## src/tlbs_pkg.sv

```systemverilog
// Constants and types shared by the trigger layer bypass sequencer.
// Assumes nothing beyond a SystemVerilog compiler.
package tlbs_pkg;
    // Trigger line count and widths
    localparam int          LINE_COUNT = 6;
    localparam int          LINE_W     = 3;
    localparam int          FIELD_W    = 2;
    // Layer indices
    localparam logic [1:0] LAYER_ARM  = 2'h0;
    localparam logic [1:0] LAYER_SCAN = 2'h1;
    localparam logic [1:0] LAYER_MEAS = 2'h2;
    // Configuration field codes
    localparam logic [1:0] FIELD_DIR   = 2'h0;
    localparam logic [1:0] FIELD_INPUT_LINE_SELECT = 2'h1;
    localparam logic [1:0] FIELD_OUTPUT_LINE_SELECT = 2'h2;
    localparam logic [1:0] FIELD_PROTO = 2'h3;
    // Direction codes: source enables bypass, bypass_off_value disables it
    localparam logic       DIR_SOURCE           = 1'h1;
    localparam logic       DIR_BYPASS_OFF_VALUE = 1'h0;
    // Reset and preset values
    localparam logic [2:0] INPUT_LINE_RESET  = 3'h2;
    localparam logic [2:0] OUTPUT_LINE_RESET = 3'h1;
    localparam logic       DIR_RESET         = DIR_BYPASS_OFF_VALUE;
    localparam logic       PROTO_RESET       = 1'h0;  // 0 separate lines, 1 shared line
    // Control source codes
    localparam logic [1:0] SRC_IMMEDIATE           = 2'h0;
    localparam logic [1:0] SRC_EXTERNAL            = 2'h1;
    localparam logic [1:0] SRC_TRIGGER_LINE_SOURCE = 2'h2;
    // Sequencer states
    typedef enum logic [1:0] {ST_IDLE, ST_WAIT, ST_DELAY, ST_ACTION} tlbs_state_t;
endpackage : tlbs_pkg

```

## src/tlbs_cfg_if.sv

```systemverilog
// Interface between the sequencer and one layer's setting store.
// Assumes one instance per layer, all on the sequencer clock.
`timescale 1ns/100ps
interface tlbs_cfg_if;
    logic       wrEn;
    logic [1:0] field;
    logic [2:0] data;
    logic       preset;
    logic       bypassOn;
    logic [2:0] inLine;
    logic [2:0] outLine;
    logic       reject;
    modport seq   (output wrEn, field, data, preset, input bypassOn, inLine, outLine, reject);
    modport layer (input wrEn, field, data, preset, output bypassOn, inLine, outLine, reject);
endinterface : tlbs_cfg_if

```

## src/tlbs_layer_cfg.sv

```systemverilog
// Per-layer store of bypass direction and input and output line numbers.
// Assumes writes arrive as single-cycle strobes from the sequencer.
`timescale 1ns/100ps
module tlbs_layer_cfg (
    input  wire logic  clock,
    input  wire logic  reset,
    tlbs_cfg_if.layer  cfg
);
    logic       dir_q;
    logic [2:0] inLine_q;
    logic [2:0] outLine_q;
    wire        lineBad = (cfg.data == 3'h0) || (cfg.data > 3'(tlbs_pkg::LINE_COUNT));

    // Refuse a line already held by the other direction, or out of range
    assign cfg.reject = cfg.wrEn && (
        (cfg.field == tlbs_pkg::FIELD_INPUT_LINE_SELECT && (lineBad || cfg.data == outLine_q)) ||
        (cfg.field == tlbs_pkg::FIELD_OUTPUT_LINE_SELECT && (lineBad || cfg.data == inLine_q)) ||
        (cfg.field == tlbs_pkg::FIELD_DIR && cfg.data[2:1] != 2'h0));
    assign cfg.bypassOn = dir_q;
    assign cfg.inLine   = inLine_q;
    assign cfg.outLine  = outLine_q;

    // Settings; reset and preset restore defaults
    always_ff @(posedge clock or posedge reset) begin
        if (reset) begin
            dir_q     <= tlbs_pkg::DIR_RESET;
            inLine_q  <= tlbs_pkg::INPUT_LINE_RESET;
            outLine_q <= tlbs_pkg::OUTPUT_LINE_RESET;
        end else if (cfg.preset) begin
            dir_q     <= tlbs_pkg::DIR_RESET;
            inLine_q  <= tlbs_pkg::INPUT_LINE_RESET;
            outLine_q <= tlbs_pkg::OUTPUT_LINE_RESET;
        end else if (cfg.wrEn && !cfg.reject) begin
            if (cfg.field == tlbs_pkg::FIELD_DIR) begin
                dir_q <= cfg.data[0];
            end else if (cfg.field == tlbs_pkg::FIELD_INPUT_LINE_SELECT) begin
                inLine_q <= cfg.data;
            end else if (cfg.field == tlbs_pkg::FIELD_OUTPUT_LINE_SELECT) begin
                outLine_q <= cfg.data;
            end
        end
    end
endmodule : tlbs_layer_cfg

```

## src/tlbs_sequencer.sv

```systemverilog
// Three-layer trigger sequencer (arm, scan, measure) with source bypass.
// Assumes all inputs synchronous to clock; trigger lines are open-drain
// and resolved outside.
`timescale 1ns/100ps
module tlbs_sequencer #(
    parameter int CNT_W = 8,
    parameter int DLY_W = 16
) (
    input  wire logic               clock,
    input  wire logic               reset,
    input  wire logic               cfgWrite,
    input  wire logic [1:0]         cfgLayer,
    input  wire logic [1:0]         cfgField,
    input  wire logic [2:0]         cfgData,
    input  wire logic               presetReq,
    input  wire logic [1:0]         qryLayer,
    input  wire logic [1:0]         qryField,
    input  wire logic [5:0]         srcSel,
    input  wire logic [3*CNT_W-1:0] layerCount,
    input  wire logic [3*DLY_W-1:0] layerDelay,
    input  wire logic               startReq,
    input  wire logic               extTrig,
    input  wire logic               devDone,
    input  wire logic [5:0]         trigLineIn,
    output logic      [5:0]         trigLineOut,
    output logic      [5:0]         trigLineOe,
    output logic                    measurementCompleteOutput,
    output logic                    devStart,
    output logic                    cfgError,
    output logic      [2:0]         qryData,
    output logic                    seqBusy
);
    if (CNT_W < 1 || DLY_W < 1) begin : gBadParam
        $error("CNT_W and DLY_W must be at least one");
    end

    // Line number to one-hot line mask
    function automatic logic [5:0] lineMask(input logic [2:0] num);
        lineMask = 6'h00;
        for (int i = 0; i < tlbs_pkg::LINE_COUNT; i++) begin
            if (num == 3'(i + 1)) lineMask[i] = 1'b1;
        end
    endfunction : lineMask

    tlbs_cfg_if cfgBus[3] ();
    logic [2:0] bypassOn;
    logic [2:0] inLine  [3];
    logic [2:0] outLine [3];
    logic [2:0] rejectL;

    // One independent setting store per layer
    for (genvar g = 0; g < 3; g++) begin : gLayer
        assign cfgBus[g].wrEn   = cfgWrite && cfgLayer == 2'(g)
                                  && cfgField != tlbs_pkg::FIELD_PROTO;
        assign cfgBus[g].field  = cfgField;
        assign cfgBus[g].data   = cfgData;
        assign cfgBus[g].preset = presetReq;
        assign bypassOn[g] = cfgBus[g].bypassOn;
        assign inLine[g]   = cfgBus[g].inLine;
        assign outLine[g]  = cfgBus[g].outLine;
        assign rejectL[g]  = cfgBus[g].reject;
        tlbs_layer_cfg uCfg (
            .clock (clock),
            .reset (reset),
            .cfg   (cfgBus[g])
        );
    end

    tlbs_pkg::tlbs_state_t state_q, state_d;
    logic [1:0]       layer_q, layer_d;
    logic [2:0]       first_q, first_d;
    logic [CNT_W-1:0] pass_q [3];
    logic [CNT_W-1:0] pass_d [3];
    logic [DLY_W-1:0] dly_q, dly_d;
    logic             proto_q;
    logic             fire;
    logic [1:0]       fireLayer;
    logic             advance;
    logic             devStart_d;

    // Current layer's selections
    wire [1:0]       srcCur   = srcSel[layer_q*2 +: 2];
    wire [DLY_W-1:0] delayCur = layerDelay[layer_q*DLY_W +: DLY_W];
    wire [CNT_W-1:0] cntArm   = layerCount[0 +: CNT_W];
    wire [CNT_W-1:0] cntScan  = layerCount[CNT_W +: CNT_W];
    wire [CNT_W-1:0] cntMeas  = layerCount[2*CNT_W +: CNT_W];
    wire             layerOk  = layer_q <= tlbs_pkg::LAYER_MEAS;
    wire [2:0]       inCur    = layerOk ? inLine[layer_q] : tlbs_pkg::INPUT_LINE_RESET;

    // Source readiness and bypass decision
    wire srcReady = (srcCur == tlbs_pkg::SRC_IMMEDIATE) ||
                    (srcCur == tlbs_pkg::SRC_EXTERNAL && extTrig) ||
                    (srcCur == tlbs_pkg::SRC_TRIGGER_LINE_SOURCE
                     && |(trigLineIn & lineMask(inCur)));
    wire skip     = layerOk && bypassOn[layer_q] && first_q[layer_q]
                    && srcCur != tlbs_pkg::SRC_IMMEDIATE;
    wire goNow    = srcReady || skip;
    wire skipDly  = skip && layer_q != tlbs_pkg::LAYER_ARM;

    // Output routing for the layer that fires
    wire [1:0] fireSrc   = srcSel[fireLayer*2 +: 2];
    wire       fireShare = proto_q && fireLayer == tlbs_pkg::LAYER_MEAS;
    wire [2:0] fireLine  = (fireLayer > tlbs_pkg::LAYER_MEAS) ? tlbs_pkg::OUTPUT_LINE_RESET
                         : fireShare ? inLine[fireLayer] : outLine[fireLayer];
    wire       toLine    = fire && fireSrc == tlbs_pkg::SRC_TRIGGER_LINE_SOURCE;
    wire [5:0] lineOut_d = toLine ? lineMask(fireLine) : 6'h00;

    // Query and error selection
    wire       cfgBad   = cfgWrite && (cfgField == tlbs_pkg::FIELD_PROTO ? cfgData[2:1] != 2'h0
                          : (cfgLayer > tlbs_pkg::LAYER_MEAS || rejectL[cfgLayer]));
    wire       qryOk    = qryLayer <= tlbs_pkg::LAYER_MEAS;
    wire [2:0] qryDir   = {2'h0, qryOk && bypassOn[qryLayer]};
    wire [2:0] qry_d    = (qryField == tlbs_pkg::FIELD_PROTO) ? {2'h0, proto_q}
                        : !qryOk ? 3'h0
                        : (qryField == tlbs_pkg::FIELD_DIR) ? qryDir
                        : (qryField == tlbs_pkg::FIELD_INPUT_LINE_SELECT) ? inLine[qryLayer]
                        : outLine[qryLayer];

    // Next-state logic for the nested layers
    always_comb begin
        state_d    = state_q;
        layer_d    = layer_q;
        first_d    = first_q;
        pass_d     = pass_q;
        dly_d      = dly_q;
        fire       = 1'b0;
        fireLayer  = layer_q;
        advance    = 1'b0;
        devStart_d = 1'b0;
        case (state_q)
            tlbs_pkg::ST_IDLE: begin
                if (startReq) begin
                    state_d                     = tlbs_pkg::ST_WAIT;
                    layer_d                     = tlbs_pkg::LAYER_ARM;
                    first_d[tlbs_pkg::LAYER_ARM] = 1'b1;
                    pass_d[0]                   = CNT_W'(1);
                end
            end
            tlbs_pkg::ST_WAIT: begin
                if (goNow) begin
                    first_d[layer_q] = 1'b0;
                    if (!skipDly && layer_q != tlbs_pkg::LAYER_ARM && delayCur != '0) begin
                        state_d = tlbs_pkg::ST_DELAY;
                        dly_d   = delayCur - DLY_W'(1);
                    end else begin
                        advance = 1'b1;
                    end
                end
            end
            tlbs_pkg::ST_DELAY: begin
                if (dly_q == '0) begin
                    advance = 1'b1;
                end else begin
                    dly_d = dly_q - DLY_W'(1);
                end
            end
            tlbs_pkg::ST_ACTION: begin
                if (devDone) begin
                    fire      = 1'b1;
                    fireLayer = tlbs_pkg::LAYER_MEAS;
                    state_d   = tlbs_pkg::ST_WAIT;
                    if (pass_q[2] < cntMeas) begin
                        pass_d[2] = pass_q[2] + CNT_W'(1);
                    end else if (pass_q[1] < cntScan) begin
                        pass_d[1] = pass_q[1] + CNT_W'(1);
                        layer_d   = tlbs_pkg::LAYER_SCAN;
                    end else if (pass_q[0] < cntArm) begin
                        pass_d[0] = pass_q[0] + CNT_W'(1);
                        layer_d   = tlbs_pkg::LAYER_ARM;
                    end else begin
                        state_d = tlbs_pkg::ST_IDLE;
                    end
                end
            end
            default: state_d = tlbs_pkg::ST_IDLE;
        endcase
        // Leaving a layer downward; arm and scan pulse only when bypass is on
        if (advance) begin
            if (layer_q == tlbs_pkg::LAYER_MEAS) begin
                state_d    = tlbs_pkg::ST_ACTION;
                devStart_d = 1'b1;
            end else begin
                fire       = layerOk && bypassOn[layer_q];
                layer_d    = layer_q + 2'h1;
                state_d    = tlbs_pkg::ST_WAIT;
                first_d[layer_d] = 1'b1;
                pass_d[layer_d]  = CNT_W'(1);
            end
        end
    end

    // Sequencer state
    always_ff @(posedge clock or posedge reset) begin
        if (reset) begin
            state_q <= tlbs_pkg::ST_IDLE;
            layer_q <= tlbs_pkg::LAYER_ARM;
            first_q <= 3'h0;
            pass_q  <= '{default: '0};
            dly_q   <= '0;
        end else begin
            state_q <= state_d;
            layer_q <= layer_d;
            first_q <= first_d;
            pass_q  <= pass_d;
            dly_q   <= dly_d;
        end
    end

    // Protocol setting, shared by all layers but used by measure only
    always_ff @(posedge clock or posedge reset) begin
        if (reset) begin
            proto_q <= tlbs_pkg::PROTO_RESET;
        end else if (presetReq) begin
            proto_q <= tlbs_pkg::PROTO_RESET;
        end else if (cfgWrite && cfgField == tlbs_pkg::FIELD_PROTO && !cfgBad) begin
            proto_q <= cfgData[0];
        end
    end

    // Registered outputs
    always_ff @(posedge clock or posedge reset) begin
        if (reset) begin
            trigLineOut               <= 6'h00;
            trigLineOe                <= 6'h00;
            measurementCompleteOutput <= 1'b0;
            devStart                  <= 1'b0;
            cfgError                  <= 1'b0;
            qryData                   <= 3'h0;
            seqBusy                   <= 1'b0;
        end else begin
            trigLineOut               <= lineOut_d;
            trigLineOe                <= lineOut_d;
            measurementCompleteOutput <= fire && !toLine;
            devStart                  <= devStart_d;
            cfgError                  <= cfgBad;
            qryData                   <= qry_d;
            seqBusy                   <= state_d != tlbs_pkg::ST_IDLE;
        end
    end
endmodule : tlbs_sequencer

```

## config.mk

```make
export PLATFORM = sky130hd
export DESIGN_NAME = tlbs_sequencer
export DESIGN_NICKNAME = d
export VERILOG_FILES = /design/src/tlbs_pkg.sv /design/src/tlbs_cfg_if.sv /design/src/tlbs_layer_cfg.sv /design/src/tlbs_sequencer.sv
export SDC_FILE = /design/constraint.sdc
export NUM_CORES = 1
export LEC_CHECK = 0
export BUFFER_PORTS_ARGS = -buffer_cell sky130_fd_sc_hd__buf_4
export CELL_PAD_IN_SITES_DETAIL_PLACEMENT = 1
export CELL_PAD_IN_SITES_GLOBAL_PLACEMENT = 1
export CORE_MARGIN = 5
export CORE_UTILIZATION = 39
export CTS_CLUSTER_DIAMETER = 50
export DETAILED_ROUTE_END_ITERATION = 6
export GPL_TIMING_DRIVEN = 0
export PLACE_DENSITY = 0.86
export RECOVER_POWER = 100
export SETUP_SLACK_MARGIN = 0.1
export SLEW_MARGIN = 10
export SYNTH_ARGS = -nofsm -noshare
export SYNTH_HDL_FRONTEND = slang
export SYNTH_SLANG_ARGS = --single-unit
```

## constraint.sdc

```tcl
create_clock -name clock -period 3.5 [get_ports clock]
set_input_delay 0.7 -clock clock [delete_from_list [all_inputs] [get_ports clock]]
set_output_delay 0.7 -clock clock [all_outputs]
set_load 0.01 [all_outputs]
```

Word level (Yosys, flattened, before mapping)
Cells that the tools add are included.
{"block": "op_classes", "add_sub_neg": 6, "order_cmp": 19, "reduce_logical": 91, "n_eq_ne": 39, "n_mul": 0, "div": 0, "n_mux": 127, "shifts": 3, "bitwise": 11}
{"op": "3-bit 2-to-1 mux", "n": 37}
{"op": "16-bit 2-to-1 mux", "n": 5}
{"op": "24-bit 2-to-1 mux", "n": 3}
{"op": "8-bit 2-to-1 mux", "n": 6}
{"op": "48-bit by 7-bit variable part select with 16-bit output", "n": 1}
{"op": "1-bit 2-to-1 mux", "n": 41}
{"op": "1-bit logical AND", "n": 37}
{"op": "2-bit 2-to-1 mux", "n": 16}
{"op": "16-bit one-hot mux with 2 select lines", "n": 1}
{"op": "16-bit by 1-bit subtractor with 16-bit output, second input constant", "n": 2}
{"op": "3-bit binary-select mux with 2-bit select", "n": 5}
{"op": "8-bit by 1-bit adder with 8-bit output, second input constant", "n": 3}
{"op": "8-bit < comparator", "n": 3}
{"op": "2-bit nonzero test", "n": 12}
{"op": "21-bit bitwise AND", "n": 1}
{"op": "21-bit NOT", "n": 1}
{"op": "2-bit equality test, second input constant", "n": 10}
{"op": "3-bit equality test", "n": 6}
{"op": "3-bit equality test, second input constant", "n": 6}
{"op": "1-bit logical OR", "n": 17}
{"op": "8-bit demux with 2-bit select", "n": 1}
{"op": "16-bit logical NOT", "n": 1}
{"op": "8-bit one-hot mux with 2 select lines", "n": 1}
{"op": "4-bit AND reduction", "n": 4}
{"op": "other kinds (31)", "n": 76}
{"block": "totals", "rom_bits": 0, "wordCells": 319, "reg_bits": 82, "n_memories": 0, "latchBits": 0, "ramBits": 0}

Longest topological paths before layout
Gate-level depths: netlist of the first run.
{"block": "depth", "ltp_word": 18, "mapped_depth": 14, "mapped_depth_nobuf": 12}

Modules after synthesis
Synthesis of the first run repeated with hierarchy kept, for this count alone.
{"block": "unflattened", "hier_cells": 851, "hier_area_um2": 7206.9}
{"module": "tlbs_sequencer", "cells_each": 665, "n_inst": 1, "area_per_inst_um2": 5450.2}
{"module": "tlbs_layer_cfg", "cells_each": 62, "n_inst": 3, "area_per_inst_um2": 585.6}

Least setup slack after synthesis of the first run
Ideal clock, no wire load.
{"block": "synth_timing", "path_type": "reg-to-reg", "start": "reg state_q[0]", "end": "reg dly_q[12]", "setup_ns": 0.127, "t_required_ns": 3.373, "synth_period_minus_slack_ns": 3.656, "n_path_buf": 3, "setup_slack_ns": -0.156, "t_arrival_ns": 3.529, "stages_incl_launch_ff": 15, "path_cell_list": "dfrtp_1 > inv_1 > ha_1 > buf_2 > inv_1 > clkbuf_1 > clkbuf_1 > mux2i_1 > ha_1 > nand2_1 > o32ai_1 > nand4_1 > or4_1 > a211oi_1 > a21oi_1"}
{"block": "synth_via", "elab_chain_cells": 3}
{"item": "from (decl)", "line": "tlbs_sequencer.sv:69", "text": "tlbs_pkg::tlbs_state_t state_q, state_d;"}
{"item": "from (signal assigned)", "line": "tlbs_sequencer.sv:195", "text": "state_q <= tlbs_pkg::ST_IDLE;"}
{"item": "from (signal assigned)", "line": "tlbs_sequencer.sv:201", "text": "state_q <= state_d;"}
{"item": "2-bit equality test or 2-bit by 1-bit equality test with 1-bit output (tied branches)", "line": "tlbs_sequencer.sv:130", "text": "case (state_q)"}
{"item": "2-bit inequality test (no source line) or 2-bit nonzero test (tied branches)"}
{"item": "4-bit AND reduction (no source line)"}
{"item": "to (signal assigned)", "line": "tlbs_sequencer.sv:205", "text": "dly_q <= dly_d;"}
{"item": "to (decl)", "line": "tlbs_sequencer.sv:74", "text": "logic [DLY_W-1:0] dly_q, dly_d;"}
Parallel ways exist; a longest one is shown, timed or not.
A chain may end at the register's enable or synchronous reset.

Final worst setup path of the first run
Same ends and word-level chain as after synthesis.

==> results.txt, run 1 <==
R2R setup slack - 0.16 ns
Clock transition at path regs - 0.06 ns
First-pass GRT wire length - 41200 um
Outcome - finished with violations
Max capacitance violation total - 1
Clock skew - 0.00606 ns
VDD IR-drop max - 0.281 mV
H-tree depth - 3
Synth unique cells - 91
Failing checks - max-capacitance violations, max-slew violations
Final Util - 47.9%
Post-Place Setup Slack - -0.773 ns
FFs w/ async S/R, synth - 100%
EDFF count, synth - 0
Main flop type after synthesis - dfrtp_1
Syn_area_per_cell - 8.41 um^2
Syn_nets - 1003
WL/cell - 20.9 um
Multi-input logic area - 4810 um^2
Setup ws final - 0.159 ns
Final setup vio count - 0
CP Class - register to register
Tot Pwr - 4.88 mW
PortBufs - 116
HP Start - dly_q[0]
Syn-to-layout area delta - 21.5%
CTS Buf Count - 9
Ant. Diodes - 0
Hpwl dp - 19500 um
Period minus WS final - 3.34 ns
Io pins - 121
Startpoint Class - register
Pleak - 3.94 nW
Clock sink count - 82
GRT Residual Overflow - 0
Crit path buffers/inverters - 6
Max Clk Rate - 299 MHz
Critical Path Slowest Stage Cell - or4_1
Reg2Reg Depth - 15
RR Endpoint - dly_q[12]
Destination of the worst hold path - dly_q[0]
Core area - 18600 um^2
Starting Density - 39.5%
Crit. End Element - register
RSZ-0062 raised after global routing - no
Final Cycle Share - 95.5%
Max Root-Sink Buffers - 2
Largest net degree at the start of global routing - 55
DR DRC count - 0
Seq cells post-synth - 82
CTS tree - done
Die height - 147 um
Fin area - 8900 um^2
Slew margin rel. - -1.52%
WL final - 26000 um
CP Data Arrival Time - 3.58 ns
CP max stage delay - 0.53 ns
Worst min path class - register to register
DR pass1 iterations - 4
Yosys warning count - 0
Routed Antenna Nets - 0
CTS root buffer - clkbuf_16
Required time worst endpoint - 3.74 ns
FF-to-FF Start - state_q[0]
# fillers - 2237
Initial antenna violation count - 0
Worst-Margin Slew - 1.52 ns
Row count - 50
Layout cells sized above 1 - 20.3%
Netlist Area Pre-Place - 7330 um^2
Count of final hold-check violations - 0
FF/Latch Area - 2060 um^2
Vias in the first global route - 7697
Placed cell area - 8530 um^2
Post-Synthesis Cells - 872
Commonest non-fill, non-tap cells in the layout - buf_4, dfrtp_1, a21oi_1, nor2_1, clkbuf_1
Drt via density - 6.16
Pins Over Slew Limit - 55
Clock latency on the worst-skew pair - 0.35 ns
Via Count - 7680
Die ar. - 21600 um^2
GPL Wtd Cong - 0.946
Pwr/cell area - 548 nW/um^2
Commonest non-fill, non-tap cell in the layout - buf_4
Cell chain of the critical path - inv_2 > ha_1 > buf_6 > inv_8 > buf_12 > buf_12 > mux2i_1 > ha_1 > nand2_1 > o32ai_4 > nand4_1 > clkbuf_2 > or4_1 > a211oi_2 > a21oi_1
Drt initial violations - 613
CP max FO - 10
Sequential cell area fraction in the yosys report - 28.1%
Nets - 1139
WHS Path Cells - 1
Gr usage total - 23.5%
Die W - 147 um
TNS Setup - 0 ns
CP delay by family, top - simple AND/OR/NAND/NOR gates
## report_power, final
part           switching [mW]  leakage, nW  total [mW]  internal (mW)
sequential              0.194         1.05        1.32           1.12
combinational            1.56         2.76        2.61           1.04
clock                   0.410        0.132       0.961          0.551
total                    2.17         3.94        4.88           2.71
## synthesized netlist by cell type (all sizes together) (26+ instances only)
| cell type | count | share of area, % |
|---|---|---|
| o21ai | 46 | 3.1 |
| nand2 | 43 | 2.2 |
| inv | 43 | 2.2 |
| mux2i | 34 | 4.7 |
| dfrtp | 76 | 26 |
| nor2 | 55 | 2.9 |
| nor3 | 30 | 2.1 |
| buf | 30 | 3.0 |
| a21oi | 63 | 4.3 |
| o31ai | 26 | 2.7 |
| clkbuf | 37 | 1.9 |
| nand3 | 28 | 1.9 |
| ha | 29 | 4.9 |
## stage by stage
stage	std cells	hold slack (ns)
floorplan	872	0.458
global placement	1222	0.475
detailed placement	1223	0.487
CTS	1243	0.356
global route	1246	0.518
finish	1246	0.503
## sequential cells by signal, indices dropped and copies added (netlist names)
name,flops
pass_q,24
dly_q,16
gLayer.uCfg.cfg.inLine,9
gLayer.uCfg.cfg.outLine,9
trigLineOe,6
first_q,3
gLayer.uCfg.cfg.bypassOn,3
qryData,3
layer_q,2
state_q,2
cfgError,1
devStart,1
measurementCompleteOutput,1
proto_q,1
seqBusy,1
## cell type report
cell class                 count  area share [%]
buffer                        67            4.54
tap                          234            3.29
inverter                      43            1.91
timing repair buffer         125            9.89
clock buffer                  11            2.61
sequential                    82            23.1
clock inverter                 4           0.604
multi-input combinational    680            54.0
## kinds of logic after synthesis
family / share of synthesized area (%)
simple gates: 23.1
compound gates: 27.2
buf+inv: 7.13
flops: 28.1
mux: 7.46
fa+ha+maj: 4.95
xor+xnor: 2.03
## worst max-delay path by stage
stage,startpoint,end,depth (start not counted)
2_1_floorplan,state_q[0],dly_q[12],14
3_3_place_gp,state_q[0],dly_q[12],14
3_5_place_dp,state_q[0],dly_q[12],14
4_1_cts,state_q[0],dly_q[12],15
5_1_grt,state_q[0],dly_q[12],15
6_report,state_q[0],dly_q[12],15
## layer usage
layer	share of wire (%)	GRT usage [%]	vias up	wire length, um
li1	-	-	3563	-
met1	43	30.9	3851	11200
met2	49	40.0	234	12800
met3	6.0	4.19	32	1550
met4	1.7	6.20	0	455
met5	0	0	-	0
## timing repair
action / in CTS / in global routing
gates resized for setup: 10 / 22
hold buffers: 0 / 0
endpoints found under the setup margin: 9 / 23
setup buffers: 5 / 3
pin swaps: 3 / 3
hold endpoints to repair: 0 / 0
Power figures use the tool's default switching activity.
==> inputs of run 2 (changes only) <==
--- a/config.mk
+++ b/config.mk
@@ -5,15 +5,15 @@
 export SDC_FILE = /design/constraint.sdc
 export NUM_CORES = 1
 export LEC_CHECK = 0
-export BUFFER_PORTS_ARGS = -buffer_cell sky130_fd_sc_hd__buf_4
 export CELL_PAD_IN_SITES_DETAIL_PLACEMENT = 1
 export CELL_PAD_IN_SITES_GLOBAL_PLACEMENT = 1
 export CORE_MARGIN = 5
-export CORE_UTILIZATION = 39
+export CORE_UTILIZATION = 44
 export CTS_CLUSTER_DIAMETER = 50
 export DETAILED_ROUTE_END_ITERATION = 6
+export DONT_BUFFER_PORTS = 1
 export GPL_TIMING_DRIVEN = 0
-export PLACE_DENSITY = 0.86
+export PLACE_DENSITY = 0.85
 export RECOVER_POWER = 100
 export SETUP_SLACK_MARGIN = 0.1
 export SLEW_MARGIN = 10
==> results.txt, run 2 (synthesis results as in run 1) <==
Io pins - 121
Fin cells - 1118
CTS tree - done
Via Count - 7249
Core area - 16500 um^2
Slew margin rel. - -6.16%
Drt initial violations - 488
Syn-to-layout area delta - 10.0%
VDD IR-drop max - 0.311 mV
Nets - 1024
Gr usage total - 25.0%
Biggest regs - pass_q: 24 flops, dly_q: 16 flops
Crit path buffers/inverters - 5
Commonest non-fill, non-tap cell in the layout - dfrtp_1
Cell chain of the critical path - inv_1 > ha_1 > clkbuf_4 > inv_4 > clkbuf_8 > clkbuf_8 > mux2i_1 > ha_2 > nand2_1 > o32ai_4 > and4_1 > a21oi_1 > or4_1 > a21oi_1
Ant. Diodes - 0
# placed instances - 1093
GRT Residual Overflow - 0
Max Root-Sink Buffers - 2
Failing checks - max-capacitance violations, max-slew violations
First-pass GRT wire length - 39400 um
Worst min path class - input port to register
Max Clk Rate - 297 MHz
Tot Pwr - 4.87 mW
Vias in the first global route - 7402
Biggest register - pass_q
Routed Antenna Nets - 0
PortBufs - 0
CP Data Arrival Time - 3.65 ns
WL/cell - 22.4 um
CP max stage delay - 0.49 ns
Largest net degree at the start of global routing - 51
Period minus WS final - 3.36 ns
WL final - 25000 um
WHS - 0.494 ns
CTS root buffer - clkbuf_16
CP delay by family, top - simple AND/OR/NAND/NOR gates
Row count - 47
Commonest non-fill, non-tap cells in the layout - dfrtp_1, a21oi_1, nor2_1, nand2_1, clkbuf_1
Clock latency on the worst-skew pair - 0.36 ns
Die height - 139 um
Starting Density - 44.5%
Max capacitance violation total - 1
Reg power frac - 27.3%
H-tree depth - 3
TNS Setup - 0 ns
Required time worst endpoint - 3.78 ns
Hold_buf cts - 0
Net Sw Power - 2.14 mW
CTS Buf Count - 9
Hpwl dp - 18400 um
# fillers - 1996
Worst-Margin Slew - 1.58 ns
Outcome - finished with violations
Initial antenna violation count - 0
Pleak - 3.43 nW
Clock sink count - 82
CP Class - register to register
Final Cycle Share - 96.1%
GPL Wtd Cong - 0.965
Pins Over Slew Limit - 34
Die ar. - 19300 um^2
RSZ-0062 raised after global routing - yes
Crit. End Element - register
Sw Ratio - 43.8%
Die W - 139 um
Int Pwr - 2.74 mW
Clock transition at path regs - 0.07 ns
Max reg flops - 24
Combinational group share of total power - 50.2%
DR pass1 iterations - 5
Pwr/cell area - 604 nW/um^2
Critical Path Slowest Stage Cell - or4_1
Count of final hold-check violations - 0
Clock network power share - 22.5%
CP max FO - 10
DR DRC count - 0
Final setup vio count - 0
Layout cells sized above 1 - 10.8%
Clock skew - 0.00584 ns
Startpoint Class - register
Drt via density - 6.48
[run 2: cell types whose count changed in the layout (fill, tap and decap cells not counted), moves of 3 or more]
cell	delta
clkbuf_4	-7
clkbuf_2	-3
buf_4	-99
clkbuf_8	+4
clkbuf_1	-8
[run 2: routing by layer]
| metal | track usage, % | part of all wire [%] | up-vias |
|---|---|---|---|
| met1 | 30.6 | 42 | 3628 |
| met4 | 9.99 | 3.1 | 0 |
| met3 | 6.14 | 6.2 | 54 |
| met5 | 0 | 0 | - |
| li1 | - | - | 3347 |
| met2 | 42.4 | 48 | 220 |
[run 2: what timing repair did]
action | CTS | global route
endpoints found under the setup margin | 11 | 17
resized for setup | 10 | 4
endpoints found under the hold margin | 0 | 0
buffers inserted | 3 | 6
pin swaps | 1 | 2
gates cloned | 0 | 0
[run 2: final timing paths]
kind	startpoint	end	slack [ns]	depth (start not counted)
worst min-delay path	cfgWrite	proto_q	0.49	2
worst max register to register	state_q[0]	dly_q[12]	0.14	14
max in group asynchronous	reset	state_q[0]	0.95	2
worst min register to register	dly_q[0]	dly_q[0]	0.53	1
worst max-delay path	state_q[0]	dly_q[12]	0.14	14
min in group asynchronous	reset	gLayer[0].uCfg.cfg.outLine[1]	0.59	1
[run 2: cell type report]
cell class | instances | area, um^2 | share of cell area [%]
Timing Repair Buffer | 10 | 72.6 | 0.900
Clock inverter | 4 | 73.8 | 0.915
Sequential cell | 82 | 2060 | 25.6
Clock buffer | 12 | 256 | 3.18
Tap cell | 220 | 275 | 3.41
Inverter | 43 | 165 | 2.05
Buffer | 67 | 362 | 4.48
Multi-Input combinational cell | 680 | 4800 | 59.5
[run 2: per-stage QoR]
step	utilization [%]	setup WS (ns)	area, um^2
3_5_place_dp	46.4	-0.707	7650
4_1_cts	48.8	0.0666	8040
5_1_grt	49.0	-0.0593	8060
6_report	49.0	0.136	8060
2_1_floorplan	-	0.174	7340
3_3_place_gp	46.3	-0.628	7620
[run 2: worst register-to-register path: stages (launching register included)]
cell and delay (ns):
dfrtp_2 0.40, inv_1 0.07, ha_1 0.20, clkbuf_4 0.20
inv_4 0.10, clkbuf_8 0.17, clkbuf_8 0.19, mux2i_1 0.21
ha_2 0.22, nand2_1 0.09, o32ai_4 0.34, and4_1 0.36
a21oi_1 0.12, or4_1 0.49, a21oi_1 0.15
[run 2: power groups by stage]
stage / Clock [mW] / Combinational [mW] / Sequential [mW]
floorplan: 0 / 1.74 / 1.26
global placement: 0 / 2.20 / 1.32
detailed placement: 0 / 2.28 / 1.33
CTS: 1.11 / 2.33 / 1.32
global route: 1.16 / 2.64 / 1.35
finish: 1.10 / 2.45 / 1.33
==> inputs of run 3 (changes only) <==
--- a/config.mk
+++ b/config.mk
@@ -12,7 +12,6 @@
 export CTS_CLUSTER_DIAMETER = 50
 export DETAILED_ROUTE_END_ITERATION = 6
 export DONT_BUFFER_PORTS = 1
-export GPL_TIMING_DRIVEN = 0
 export PLACE_DENSITY = 0.85
 export RECOVER_POWER = 100
 export SETUP_SLACK_MARGIN = 0.1
==> constraint.sdc (replaced) <==
create_clock -name clock -period 3.5 [get_ports clock]
set_input_delay 0.35 -clock clock [delete_from_list [all_inputs] [get_ports clock]]
set_output_delay 0.35 -clock clock [all_outputs]
set_load 0.01 [all_outputs]
==> results.txt, run 3 (synthesis results as in run 1) <==
Outcome - finished with violations
Failing checks - max-capacitance violations, max-slew violations
H-tree depth - 3
Hpwl dp - 17100 um
Final Cycle Share - 93.1%
Pleak - 3.30 nW
GRT Residual Overflow - 0
DR pass1 iterations - 5
VDD IR-drop max - 0.339 mV
GPL Wtd Cong - 0.880
Initial antenna violation count - 0
Syn-to-layout area delta - 6.61%
WL/cell - 21.2 um
RR Endpoint - seqBusy
Clock sink count - 82
Via Count - 6837
CTS Buf Count - 9
Commonest non-fill, non-tap cells in the layout - dfrtp_1, a21oi_1, nor2_1, nand2_1
Count of final hold-check violations - 0
Clock transition at path regs - 0.07 ns
Crit. End Element - register
CTS tree - done
# placed instances - 1047
Nets - 971
Final Util - 47.5%
Die ar. - 19300 um^2
Drt initial violations - 503
Die height - 139 um
Max reg flops - 24
Max Clk Rate - 307 MHz
FF-to-FF Start - layer_q[0]
Vias in the first global route - 7125
Max capacitance violation total - 1
Placed cell area - 7420 um^2
Pins Over Slew Limit - 27
Pwr/cell area - 607 nW/um^2
RSZ-0062 raised after global routing - no
Die W - 139 um
Largest net degree at the start of global routing - 37
Max Root-Sink Buffers - 2
Fin area - 7820 um^2
R2R setup slack - 0.24 ns
DR DRC count - 0
Gr usage total - 23.4%
Row count - 47
Io pins - 121
Ant. Diodes - 0
Layout cells sized above 1 - 9.47%
HP Start - presetReq
First-pass GRT wire length - 37500 um
TNS Setup - 0 ns
Destination of the worst hold path - gLayer[2].uCfg.cfg.outLine[2]
Period minus WS final - 3.26 ns
Clock skew - 0.0104 ns
Clock latency on the worst-skew pair - 0.36 ns
Biggest register - pass_q
Required time worst endpoint - 3.74 ns
Startpoint Class - register
Slew margin rel. - -3.97%
Commonest non-fill, non-tap cell in the layout - dfrtp_1
Reg2Reg Depth - 8
WHS Path Cells - 1
Fin cells - 1065
Starting Density - 44.5%
Biggest regs - pass_q: 24 flops, dly_q: 16 flops
Core area - 16500 um^2
CTS root buffer - clkbuf_16
CP max FO - 15
WHS - 0.0483 ns
CP Class - register to register
Final setup vio count - 0
CP Data Arrival Time - 3.50 ns
Worst-Margin Slew - 1.56 ns
Worst min path class - input port to register
Routed Antenna Nets - 0
WL final - 22600 um
Drt via density - 6.42
PortBufs - 0
run 3: cell types whose count changed in the layout (fill, tap and decap cells not counted), sizes merged:
cell	previous run	this run
dlygate4sd3	0	1
bufinv	2	4
clkbuf	57	14
clkinvlp	1	2
buf	32	18
run 3: timing repair:
item,4_1_cts,5_1_grt
endpoints found under the hold margin,23,0
setup endpoints to repair,0,40
gates resized for setup,0,5
setup buffers,0,1
hold buffers,1,0
run 3: layer usage:
metal	share of wire [%]	track usage [%]
met5	0	0
met4	2.4	8.55
met3	5.6	6.03
met2	48	39.1
met1	44	29.4
run 3: area by class of cell:
type / instances / area (um^2)
Clock inverter: 7 / 141
Inverter: 43 / 163
Multi-Input combinational cell: 680 / 4780
Tap cell: 220 / 275
Clock buffer: 9 / 225
Sequential cell: 82 / 2060
Fill cell: 1982 / 8650
Timing Repair Buffer: 24 / 170
run 3: worst max-delay path by stage:
stage / startpoint / end / slack [ns]
2_1_floorplan: state_q[0] / dly_q[12] / 0.17
3_3_place_gp: layer_q[1] / dly_q[12] / 0.44
3_5_place_dp: layer_q[1] / trigLineOe[5] / 0.18
4_1_cts: layer_q[1] / trigLineOe[5] / 0.15
5_1_grt: layer_q[1] / dly_q[6] / 0.06
6_report: layer_q[0] / seqBusy / 0.24
run 3: power breakdown:
group          switching (mW)  internal, mW  total (mW)  leakage, nW
Sequential              0.221          1.12        1.34         1.05
Clock                   0.432         0.770        1.20        0.176
Combinational            1.33         0.869        2.20         2.07
Total                    1.99          2.76        4.75         3.30
run 3: worst max-delay path, stage by stage (launching register included):
cell and delay (ns):
dfrtp_2 0.51, and2b_1 0.27, buf_4 0.23, a22oi_2 0.29, a2bb2o_2 0.30, a21boi_0 0.41, nand4b_1 0.39, and2_1 0.32
a2111o_1 0.41
run 3: through the flow:
step	total power, mW	setup WS, ns
final	4.75	0.241
after global routing	5.05	0.0610
after detailed placement	3.50	0.176
after CTS	4.72	0.154
after global placement	3.43	0.439
after floorplan	3.00	0.174
